===== src/ivw_pkg.sv =====
`default_nettype none
package ivw_pkg;
  // source indices, highest priority first (table order)
  localparam int NSRC = 13;
  localparam int SRC_W = 4;

  localparam logic [8:0] OFS_SEQ_ABORT  = 9'h188;
  localparam logic [8:0] OFS_CONV_DONE  = 9'h184;
  localparam logic [8:0] OFS_BATTERY    = 9'h140;
  localparam logic [8:0] OFS_PORT_S     = 9'h124;
  localparam logic [8:0] OFS_OVERCUR    = 9'h108;
  localparam logic [8:0] OFS_PERIODIC   = 9'h100;
  localparam logic [8:0] OFS_PORT_AD    = 9'h0f4;
  localparam logic [8:0] OFS_PORT_L     = 9'h0c0;
  localparam logic [8:0] OFS_TIM_CH0    = 9'h0ac;
  localparam logic [8:0] OFS_TIM_CH1    = 9'h0a8;
  localparam logic [8:0] OFS_TIM_CH2    = 9'h0a4;
  localparam logic [8:0] OFS_TIM_CH3    = 9'h0a0;
  localparam logic [8:0] OFS_TIM_OVF    = 9'h08c;
  localparam logic [8:0] OFS_RSVD_HI    = 9'h088;
  localparam logic [8:0] OFS_RSVD_LO    = 9'h064;
  localparam logic [8:0] OFS_ENTRY_STEP = 9'h004;

  // register byte addresses
  localparam logic [11:0] ADDR_BASE    = 12'h000;
  localparam logic [11:0] ADDR_CTRL    = 12'h004;
  localparam logic [11:0] ADDR_EN0     = 12'h008;
  localparam logic [11:0] ADDR_EN1     = 12'h00c;
  localparam logic [11:0] ADDR_PEND    = 12'h010;
  localparam logic [11:0] ADDR_STATUS  = 12'h014;
  localparam logic [11:0] ADDR_MASK    = 12'h018;
  localparam logic [11:0] ADDR_VECTOR  = 12'h01c;

  localparam logic [31:0] BASE_RST     = 32'h0000_0000;
  localparam logic        GMASK_RST    = 1'b1;
  localparam int          GMASK_BIT    = 0;

  // enable field positions in en0 / en1
  localparam int EN0_SEQ_ABORT = 0;
  localparam int EN0_CONIF_OVF = 1;
  localparam int EN0_CONV_LSB  = 2;
  localparam int EN0_SUP_HIGH  = 12;
  localparam int EN0_SUP_LOW   = 13;
  localparam int EN0_PORT_S    = 16;
  localparam int EN0_OVC_LSB   = 24;
  localparam int EN1_PERIODIC  = 0;
  localparam int EN1_PORT_L    = 1;
  localparam int EN1_TIM_LSB   = 3;
  localparam int EN1_AD_LOW    = 8;
  localparam int EN1_AD_HIGH   = 16;
  localparam int EN1_OVF       = 24;
  localparam logic [6:0] OVC_VALID = 7'h57;

  typedef struct packed {
    logic [1:0] seq_abort;
    logic [9:0] conv_done;
    logic [1:0] battery;
    logic [7:0] port_s;
    logic [6:0] overcur;
    logic       periodic;
    logic [15:0] port_ad;
    logic [1:0] port_l;
    logic [3:0] tim_ch;
    logic       tim_ovf;
  } ivw_flags_t;

  typedef struct packed {
    logic       valid;
    logic [3:0] src;
    logic [31:0] addr;
  } ivw_vec_t;

  typedef struct packed {
    logic        psel;
    logic        penable;
    logic        pwrite;
    logic [11:0] paddr;
    logic [31:0] pwdata;
  } ivw_apb_req_t;
endpackage
`default_nettype wire


===== src/ivw_gate.sv =====
`default_nettype none
module ivw_gate (
  input  wire logic              mclk,
  input  wire logic              reset_n,
  input  wire logic              clk_en,
  input  wire ivw_pkg::ivw_flags_t flags,
  input  wire logic [31:0]       en0,
  input  wire logic [31:0]       en1,
  output logic [12:0]            req
);
  import ivw_pkg::*;
  logic [12:0] req_next;

  // per-source local-enable gating, index 0 = highest priority
  always_comb begin
    req_next[0]  = (flags.seq_abort[0] & en0[EN0_SEQ_ABORT]) |
                   (flags.seq_abort[1] & en0[EN0_CONIF_OVF]);
    req_next[1]  = |(flags.conv_done & en0[EN0_CONV_LSB +: 10]);
    req_next[2]  = (flags.battery[1] & en0[EN0_SUP_HIGH]) |
                   (flags.battery[0] & en0[EN0_SUP_LOW]);
    req_next[3]  = |(flags.port_s & en0[EN0_PORT_S +: 8]);
    req_next[4]  = |(flags.overcur & en0[EN0_OVC_LSB +: 7] &
                     OVC_VALID);
    req_next[5]  = flags.periodic & en1[EN1_PERIODIC];
    req_next[6]  = |(flags.port_ad & {en1[EN1_AD_HIGH +: 8],
                                      en1[EN1_AD_LOW +: 8]});
    req_next[7]  = |(flags.port_l & en1[EN1_PORT_L +: 2]);
    req_next[11:8] = flags.tim_ch & en1[EN1_TIM_LSB +: 4];
    req_next[12] = flags.tim_ovf & en1[EN1_OVF];
  end

  always_ff @(posedge mclk) begin
    if (!reset_n) begin
      req <= 13'h0000;
    end else if (clk_en) begin
      req <= req_next;
    end
  end
endmodule
`default_nettype wire


===== src/ivw_prio.sv =====
`default_nettype none
module ivw_prio (
  input  wire logic              mclk,
  input  wire logic              reset_n,
  input  wire logic              clk_en,
  input  wire logic [12:0]       req,
  input  wire logic [31:0]       base,
  output ivw_pkg::ivw_vec_t      vec
);
  import ivw_pkg::*;
  localparam logic [8:0] OFS_TAB [13] = '{OFS_SEQ_ABORT, OFS_CONV_DONE,
    OFS_BATTERY, OFS_PORT_S, OFS_OVERCUR, OFS_PERIODIC, OFS_PORT_AD,
    OFS_PORT_L, OFS_TIM_CH0, OFS_TIM_CH1, OFS_TIM_CH2, OFS_TIM_CH3,
    OFS_TIM_OVF};
  ivw_vec_t vec_next;

  always_comb begin
    vec_next = '0;
    // lowest index wins: table order is priority order
    for (int i = NSRC - 1; i >= 0; i--) begin
      if (req[i]) begin
        vec_next.valid = 1'b1;
        vec_next.src   = SRC_W'(i);
        vec_next.addr  = base + {23'h0, OFS_TAB[i]};
      end
    end
  end

  always_ff @(posedge mclk) begin
    if (!reset_n) begin
      vec <= '0;
    end else if (clk_en) begin
      vec <= vec_next;
    end
  end
endmodule
`default_nettype wire


===== src/ivw_top.sv =====
`default_nettype none
// Function
// - each vector address is the base register plus a fixed source offset.
// - simultaneous requests resolve by fixed table order, high offset first.
// - sequence abort uses 0x188, gated by two enables, idle-sleep wake only.
// - conversion complete uses 0x184, gated by ten enables, idle wake only.
// - supply monitor uses 0x140, gated by high/low enables, idle wake only.
// - port s key wake uses 0x124, eight pin enables, wakes deep and idle.
// - over-current uses 0x108, enables on bits 6, 4 and 2:0, idle wake only.
// - periodic interrupt uses 0x100, single enable, wakes deep and idle.
// - port ad key wake uses 0x0f4, two eight-bit enables, wakes deep and idle.
// - port l key wake uses 0x0c0, two pin enables, wakes deep and idle.
// - timer channels 0-3 use 0x0ac..0x0a0, overflow 0x08c, idle wake only.
// - offsets 0x088 down to 0x064 carry no source and are reserved.
module ivw_top (
  input  wire logic                mclk,
  input  wire logic                reset_n,
  input  wire logic                clk_en,
  input  wire ivw_pkg::ivw_flags_t flags,
  input  wire logic                psel,
  input  wire logic                penable,
  input  wire logic                pwrite,
  input  wire logic [11:0]         paddr,
  input  wire logic [31:0]         pwdata,
  output logic [31:0]              prdata,
  output logic                     pready,
  output logic                     pslverr,
  input  wire logic                core_ack,
  output logic                     core_irq,
  output logic [31:0]              core_vector,
  output logic                     core_vector_valid,
  output logic                     wake_deep,
  output logic                     wake_idle,
  output logic                     irq
);
  import ivw_pkg::*;

  // wake capability per source, fixed
  localparam logic [12:0] WAKE_DEEP_MAP = 13'h00e8;
  localparam logic [12:0] WAKE_IDLE_MAP = 13'h1fff;

  logic [31:0] vector_base_reg;
  logic        gmask_reg;
  logic [31:0] en0_reg;
  logic [31:0] en1_reg;
  logic [12:0] status_reg;
  logic [12:0] mask_reg;
  logic [12:0] req;
  logic [12:0] req_prev;
  ivw_vec_t    vec;
  logic        apb_wr;
  logic        apb_rd;
  logic        addr_ok;
  logic [31:0] rd_next;

  ivw_gate u_gate (
    .mclk    (mclk),
    .reset_n (reset_n),
    .clk_en  (clk_en),
    .flags   (flags),
    .en0     (en0_reg),
    .en1     (en1_reg),
    .req     (req)
  );

  ivw_prio u_prio (
    .mclk    (mclk),
    .reset_n (reset_n),
    .clk_en  (clk_en),
    .req     (req),
    .base    (vector_base_reg),
    .vec     (vec)
  );

  assign apb_wr = psel & penable & pwrite & ~pready;
  assign apb_rd = psel & penable & ~pwrite & ~pready;

  always_comb begin
    addr_ok = 1'b1;
    rd_next = 32'h0000_0000;
    case (paddr)
      ADDR_BASE:   rd_next = vector_base_reg;
      ADDR_CTRL:   rd_next = {31'h0, gmask_reg};
      ADDR_EN0:    rd_next = en0_reg;
      ADDR_EN1:    rd_next = en1_reg;
      ADDR_PEND:   rd_next = {19'h0, req};
      ADDR_STATUS: rd_next = {19'h0, status_reg};
      ADDR_MASK:   rd_next = {19'h0, mask_reg};
      ADDR_VECTOR: rd_next = vec.addr;
      default:     addr_ok = 1'b0;
    endcase
  end

  // one wait state: pready rises in the second access cycle
  always_ff @(posedge mclk) begin
    if (!reset_n) begin
      pready  <= 1'b0;
      pslverr <= 1'b0;
      prdata  <= 32'h0000_0000;
    end else if (clk_en) begin
      pready  <= psel & penable & ~pready;
      pslverr <= psel & penable & ~pready & ~addr_ok;
      if (apb_rd) begin
        prdata <= rd_next;
      end
    end
  end

  always_ff @(posedge mclk) begin
    if (!reset_n) begin
      vector_base_reg <= BASE_RST;
      gmask_reg       <= GMASK_RST;
      en0_reg         <= 32'h0000_0000;
      en1_reg         <= 32'h0000_0000;
      mask_reg        <= 13'h0000;
    end else if (clk_en && apb_wr) begin
      case (paddr)
        ADDR_BASE: vector_base_reg <= {pwdata[31:9], 9'h000};
        ADDR_CTRL: gmask_reg <= pwdata[GMASK_BIT];
        ADDR_EN0:  en0_reg <= pwdata;
        ADDR_EN1:  en1_reg <= pwdata;
        ADDR_MASK: mask_reg <= pwdata[12:0];
        default:   ;
      endcase
    end
  end

  // sticky on rising request; read clears, a new event wins
  always_ff @(posedge mclk) begin
    if (!reset_n) begin
      status_reg <= 13'h0000;
      req_prev   <= 13'h0000;
    end else if (clk_en) begin
      req_prev <= req;
      if (apb_rd && paddr == ADDR_STATUS) begin
        status_reg <= req & ~req_prev;
      end else begin
        status_reg <= status_reg | (req & ~req_prev);
      end
    end
  end

  always_ff @(posedge mclk) begin
    if (!reset_n) begin
      irq <= 1'b0;
    end else if (clk_en) begin
      irq <= |(status_reg & mask_reg);
    end
  end

  // core side: mask gate, vector latched on ack
  always_ff @(posedge mclk) begin
    if (!reset_n) begin
      core_irq          <= 1'b0;
      core_vector       <= 32'h0000_0000;
      core_vector_valid <= 1'b0;
    end else if (clk_en) begin
      core_irq <= vec.valid & ~gmask_reg;
      core_vector_valid <= 1'b0;
      if (core_ack && vec.valid && !gmask_reg) begin
        core_vector       <= vec.addr;
        core_vector_valid <= 1'b1;
      end
    end
  end

  // wake works even under global mask, like sleep exit logic
  always_ff @(posedge mclk) begin
    if (!reset_n) begin
      wake_deep <= 1'b0;
      wake_idle <= 1'b0;
    end else if (clk_en) begin
      wake_deep <= |(req & WAKE_DEEP_MAP);
      wake_idle <= |(req & WAKE_IDLE_MAP);
    end
  end
endmodule
`default_nettype wire


===== config.mk =====
export PLATFORM = sky130hd
export DESIGN_NAME = ivw_top
export DESIGN_NICKNAME = d
export VERILOG_FILES = /design/src/ivw_pkg.sv /design/src/ivw_gate.sv /design/src/ivw_prio.sv /design/src/ivw_top.sv
export SDC_FILE = /design/constraint.sdc
export NUM_CORES = 1
export LEC_CHECK = 0
export ABC_AREA = 1
export BUFFER_PORTS_ARGS = -buffer_cell sky130_fd_sc_hd__buf_4
export CAP_MARGIN = 15
export CORE_AREA = 4 4 221 115
export DETAILED_ROUTE_END_ITERATION = 6
export DIE_AREA = 0 0 225 119
export PLACE_DENSITY = 0.68
export SLEW_MARGIN = 5
export SYNTH_ARGS = -nofsm -noshare
export SYNTH_HDL_FRONTEND = slang
export SYNTH_SLANG_ARGS = --single-unit
export TNS_END_PERCENT = 5

===== constraint.sdc =====
create_clock -name mclk -period 1.3 [get_ports mclk]
set_input_delay 0 -clock mclk [delete_from_list [all_inputs] [get_ports mclk]]
set_output_delay 0 -clock mclk [all_outputs]
set_load 0.005 [all_outputs]

==> After elaboration in Yosys (flattened, before gate mapping) <==
Index checks and enable logic that the tools add are counted.
{ "word_totals": {"reg_bits": 244, "inputBits": 104, "out_inout_bits": 71, "elab_cells": 108} }
{ "classes": {"addsub": 13, "eq_ne": 7, "n_mux": 17, "bitwise": 30, "reduce_logical": 22} }
{ "op_table": {"columns": ["op", "n"], "rows": [
  ["$mux W37", 13],
  ["$pmux W32 S8", 1],
  ["$add A32 B8 Y32 const B", 7],
  ["$add A32 B9 Y32 const B", 6],
  ["$eq A12 B5 Y1 const B", 4],
  ["$and A13 B13 Y13", 2],
  ["$reduce_or A13 Y1", 2],
  ["$eq A12 B4 Y1 const B", 2],
  ["$and A16 B16 Y16", 1],
  ["$reduce_or A16 Y1", 1],
  ["$reduce_or A8 Y1", 2],
  ["$and A1 B1 Y1", 14],
  ["$reduce_and A2 Y1", 7],
  ["$mux W13", 1],
  ["$not A13 Y13", 1],
  ["$or A13 B13 Y13", 1],
  ["$eq A12 B3 Y1 const B", 1],
  ["$logic_not A12 Y1", 1],
  ["$and A10 B10 Y10", 1],
  ["$reduce_or A10 Y1", 1],
  ["$and A8 B8 Y8", 1],
  ["$and A7 B7 Y7", 1],
  ["$reduce_or A5 Y1", 1],
  ["$and A4 B4 Y4", 1],
  ["other kinds (8)", 16]
]} }

==> Longest topological paths before layout <==
{ "depth": {"depth_word": 14, "ltp_mapped": 13, "mapped_depth_nobuf": 13} }

==> Modules after synthesis <==
A second synthesis with hierarchy kept.
{ "hier_totals": {"hier_cells": 3549, "hier_area_um2": 20713.6} }
{ "by_module_without_submodules": {"columns": ["module", "instances", "cells_per_inst", "area_per_inst_um2", "seq_area_each_um2"], "rows": [
  ["ivw_prio", 1, 2215, 11099.4, 740.7],
  ["ivw_top", 1, 1201, 8823.5, 3963.8],
  ["ivw_gate", 1, 133, 790.8, 260.2]
]} }

==> Worst setup path before layout <==
Ideal clock, no wire load.
{ "synth_path": {"path_kind": "reg2reg", "from": "register pready", "to": "register vector_base_reg[24]", "setup_ns": 0.119, "t_arrival_ns": 1.280, "required_ns": 1.181, "setup_slack_ns": -0.100, "path_stages_with_launch": 8, "path_buffers": 1, "period_less_slack_ns": 1.400, "path_cell_list": "dfxtp_1 > nor3_2 > nand2_1 > inv_2 > nand3_2 > clkbuf_1 > o21ai_0 > a21oi_1"} }
{ "synth_via": {"elab_chain_len": 4} }
{ "synth_rtl": {"columns": ["item", "line_no", "source"], "rows": [
  ["start, declared", "ivw_top.sv:26", "output logic pready,"],
  ["start signal, assigned", "ivw_top.sv:101", "pready <= psel & penable & ~pready;"],
  ["$not A1 Y1", "ivw_top.sv:75", "assign apb_wr = psel & penable & pwrite & ~pready;"],
  ["$and A1 B1 Y1", "ivw_top.sv:75", null],
  ["$logic_and A1 B1 Y1", "ivw_top.sv:116", "end else if (clk_en && apb_wr) begin"],
  ["$reduce_and A2 Y1 (no line)", null, null],
  ["end signal, assigned", "ivw_top.sv:118", "ADDR_BASE: vector_base_reg <= {pwdata[31:9], 9'h000};"],
  ["end, declared", "ivw_top.sv:42", "logic [31:0] vector_base_reg;"]
]} }
No other way between the ends.
A chain may end at the register's enable or synchronous reset.

==> Final worst setup path <==
{ "layout_path": {"from": "register u_gate.req[8]", "to": "register u_prio.vec[21] (netlist name)"} }
{ "layout_via": {"elab_chain_len": 9} }
{ "layout_rtl": {"columns": ["item", "line_no", "source"], "rows": [
  ["start, declared", "ivw_gate.sv:9", "output logic [12:0] req"],
  ["start signal, assigned", "ivw_gate.sv:36", "req <= req_next;"],
  ["$mux W37 (9 in series)", "ivw_prio.sv:21", "if (req[i]) begin"]
]} }
No other way between the ends.

==> results by group <==
Timing
  – Tmin final: 1.46 ns
  – Final Max Tran Viols: 0
  – Setup ws final: -0.156 ns
  – Final Hold Vio Count: 0
  – Setup Skew: 0.0182 ns
  – Fmax achieved: 687 MHz
  – Final Cycle Share: 112%
  – RSZ-0062 raised after global routing: yes
  – Setup violators final: 48

Outcome
  – Status: finished, violations left
  – Failing checks: negative setup slack

Clock tree
  – H-tree Lvls: 1
  – Worst-Skew Late Latency: 0.53 ns
  – CTS Buf Count: 22
  – CTS Root Buffer Type: clkbuf_16
  – Max Root-Sink Buffers: 3
  – Sink Count: 240
  – Reg clk slew, reported paths: 0.07 ns
  – CTS tree: yes

Global route
  – GRT Total Usage: 31.2%
  – Initial antenna violation count: 1
  – Number of global-route vias before repair: 10200
  – Largest net degree at the start of global routing: 56
  – First-pass GRT wire length: 63700 um
  – Total grt overflow: 0

Worst setup path
  – Worst r2r src: u_gate.req[8]
  – Critical path buffers and inverters: 1
  – Crit-path cells: nor2_4 -> nand3_2 -> nor2_2 -> nand3_2 -> nor2_4 -> a21oi_4 -> clkbuf_16 -> nand2_1 -> a21oi_1
  – Worst r2r path cells: 9
  – Worst path arrival time: 1.85 ns
  – Crit path from: u_gate.req[8]
  – CP peak stage delay: 0.34 ns
  – Slowest CP cell: dfxtp_2
  – Crit end category: flip-flop
  – WS Path Type: flip-flop to flip-flop
  – Stages on worst setup path: 9
  – Worst Path Required: 1.69 ns
  – Critical-path maximum fanout: 12
  – CP delay by family, top: simple AND/OR/NAND/NOR gates
  – Reg2reg setup slack: -0.16 ns
  – Crit path to: u_prio.vec[21]
  – Worst setup SP type: flip-flop
  – Reg2reg end: u_prio.vec[21]

Finish
  – Util after Layout: 62.1%
  – Number of fill cells: 2072
  – Proportion of layout cells with a drive suffix above 1: 23.8%
  – N_diodes: 0
  – Nets: 1849
  – Layout Cells excl Fill: 2073
  – Commonest non-fill, non-tap cell in the layout: nand2_1
  – Most frequent cells in the layout: nand2_1, buf_4, a21oi_1
  – Area growth from synthesis to layout: 40.5%

Synthesis
  – Synth Instances: 1448
  – Synth Area in Compound Gates: 19.6%
  – Synth Area in XOR/XNOR: 0%
  – Number of synthesized register bits: 240
  – Simple-gate share of the synthesized area: 24.8%
  – Post-synthesis cell area: 0.0104 mm2
  – Largest family of logic cells by synthesized area: simple AND/OR/NAND/NOR gates
  – Post-synthesis mux area share: 0%
  – Synthesized-area fraction occupied by adder cells: 0%
  – Netlist cell types: 36
  – Seq/Total Area, Yosys: 46.1%
  – Syn. warnings: 0
  – Avg Inst Size Synth: 7.20 um2

Routing
  – Final WL: 43400 um
  – DR pass1 iterations: 6
  – Via count: 11400
  – Starting DRT DRC Count: 1555
  – Final ANT Viol Nets: 0
  – # DRC: 0
  – Routed len/inst: 21.0 um
  – Vias per cell: 5.51

Power
  – Power Dens Cells: 1070 mW/mm2
  – Leak: 5.85 nW
  – Max VDD drop: 0.765 mV

Placement
  – Port bufs: 170
  – Placed insts: 1952
  – GPL Wtd Cong: 1.03
  – Dpl hpwl: 32000 um

Floorplan
  – Core area: 0.0236 mm2
  – Rows: 40
  – Chip height: 119 um
  – Die area: 0.0268 mm2
  – Die X: 225 um
  – # IOs: 175
  – Initial Util: 44.2%

Hold path
  – Hold Path Class: primary input to flip-flop

Run
  – Max-Cap Viols: 0
cell usage after synthesis:
cell      number  share of area, %
a211oi_1       5              0.36
a21oi_1      240                12
a221oi_1      10              0.84
a22o_1         4              0.34
a31o_2         1             0.084
a31oi_1        3              0.18
a41oi_1        1             0.084
and3_1         1             0.060
buf_1          4              0.14
buf_2         33               1.6
buf_4          4              0.29
buf_6          1              0.11
clkbuf_1      56               2.0
clkbuf_2       1             0.048
conb_1         1             0.036
dfxtp_1      240                46
inv_1        135               4.9
inv_2         10              0.36
nand2_1      305                11
nand2_2        4              0.24
nand3_1      166               8.0
nand3_2        4              0.38
nand3b_1       2              0.14
nand4_1       21               1.3
nand4_2        1              0.12
nand4_4        1              0.20
nor2_1        41               1.5
nor2_2         5              0.30
nor2_4         3              0.32
nor3_1         3              0.14
nor3_2         1             0.096
nor3_4         3              0.47
o211ai_1       3              0.22
o21ai_0       84               4.0
o21ai_1       40               1.9
or2_2         11              0.66
cell type report:
cell class                 count  area (um2)  share of cell area [%]
clock buffer                  31         666                    4.55
sequential                   240        4810                    32.9
multi-input combinational    965        4830                    33.0
inverter                     145         551                    3.76
timing repair buffer         371        3320                    22.7
tap                          315         394                    2.69
clock inverter                 6        58.8                   0.402
worst register-to-register path, cell delays in order, from the launching register on:
cell,delay (ns)
dfxtp_2,0.34
nor2_4,0.12
nand3_2,0.09
nor2_2,0.11
nand3_2,0.13
nor2_4,0.14
a21oi_4,0.10
clkbuf_16,0.18
nand2_1,0.06
a21oi_1,0.06
per-layer routing:
layer	GRT usage (%)	share of wire, %	up-vias
met5	0	0.016	-
met4	3.40	1.0	2
met3	15.3	17	48
met2	36.4	35	679
met1	50.5	47	5284
li1	-	-	5418
cells by family after synthesis:
kind of cell	count (synthesis)
compound gates	391
flops	240
other cells	1
buf+inv	244
simple gates	572
through the flow:
stage	hold slack [ns]	TNS [ns]	power (W)	area [um2]	setup WS [ns]
after global routing	0.0667	-12.79	0.0161	14600	-0.209
after detailed placement	0.292	-22.73	0.00881	12800	-0.244
final	0.0241	-3.69	0.0157	14600	-0.156
after global placement	0.287	-19.95	0.00880	12800	-0.270
after floorplan	0.130	-0.187	0.00811	10400	-0.0111
after CTS	0.0173	-4.34	0.0156	14400	-0.144
power breakdown:
part	total [W]	internal [W]	switching, W	leakage, nW
Sequential	0.00750	0.00743	0.0000704	1.94
Clock	0.00669	0.00376	0.00293	0.363
Combinational	0.00149	0.000700	0.000786	3.54
Total	0.0157	0.0119	0.00379	5.85
repair_timing:
item	CTS	global route
buffers inserted	1	1
hold buffers	81	0
hold endpoints to repair	155	0
setup endpoints to repair	169	199
gates cloned	0	1
resized for setup	53	68
pin swaps	2	3
worst min-delay path by stage:
stage	start	to	slack, ns	cells past startpoint
floorplan	pwdata[0]	gmask_reg	0.13	2
global placement	pwdata[8]	en0_reg[8]	0.29	3
detailed placement	pwdata[0]	gmask_reg	0.29	3
CTS	flags[19]	u_gate.req[6]	0.02	6
global route	flags[19]	u_gate.req[6]	0.07	6
finish	flags[19]	u_gate.req[6]	0.02	6
(Power assumes the default switching activity.)
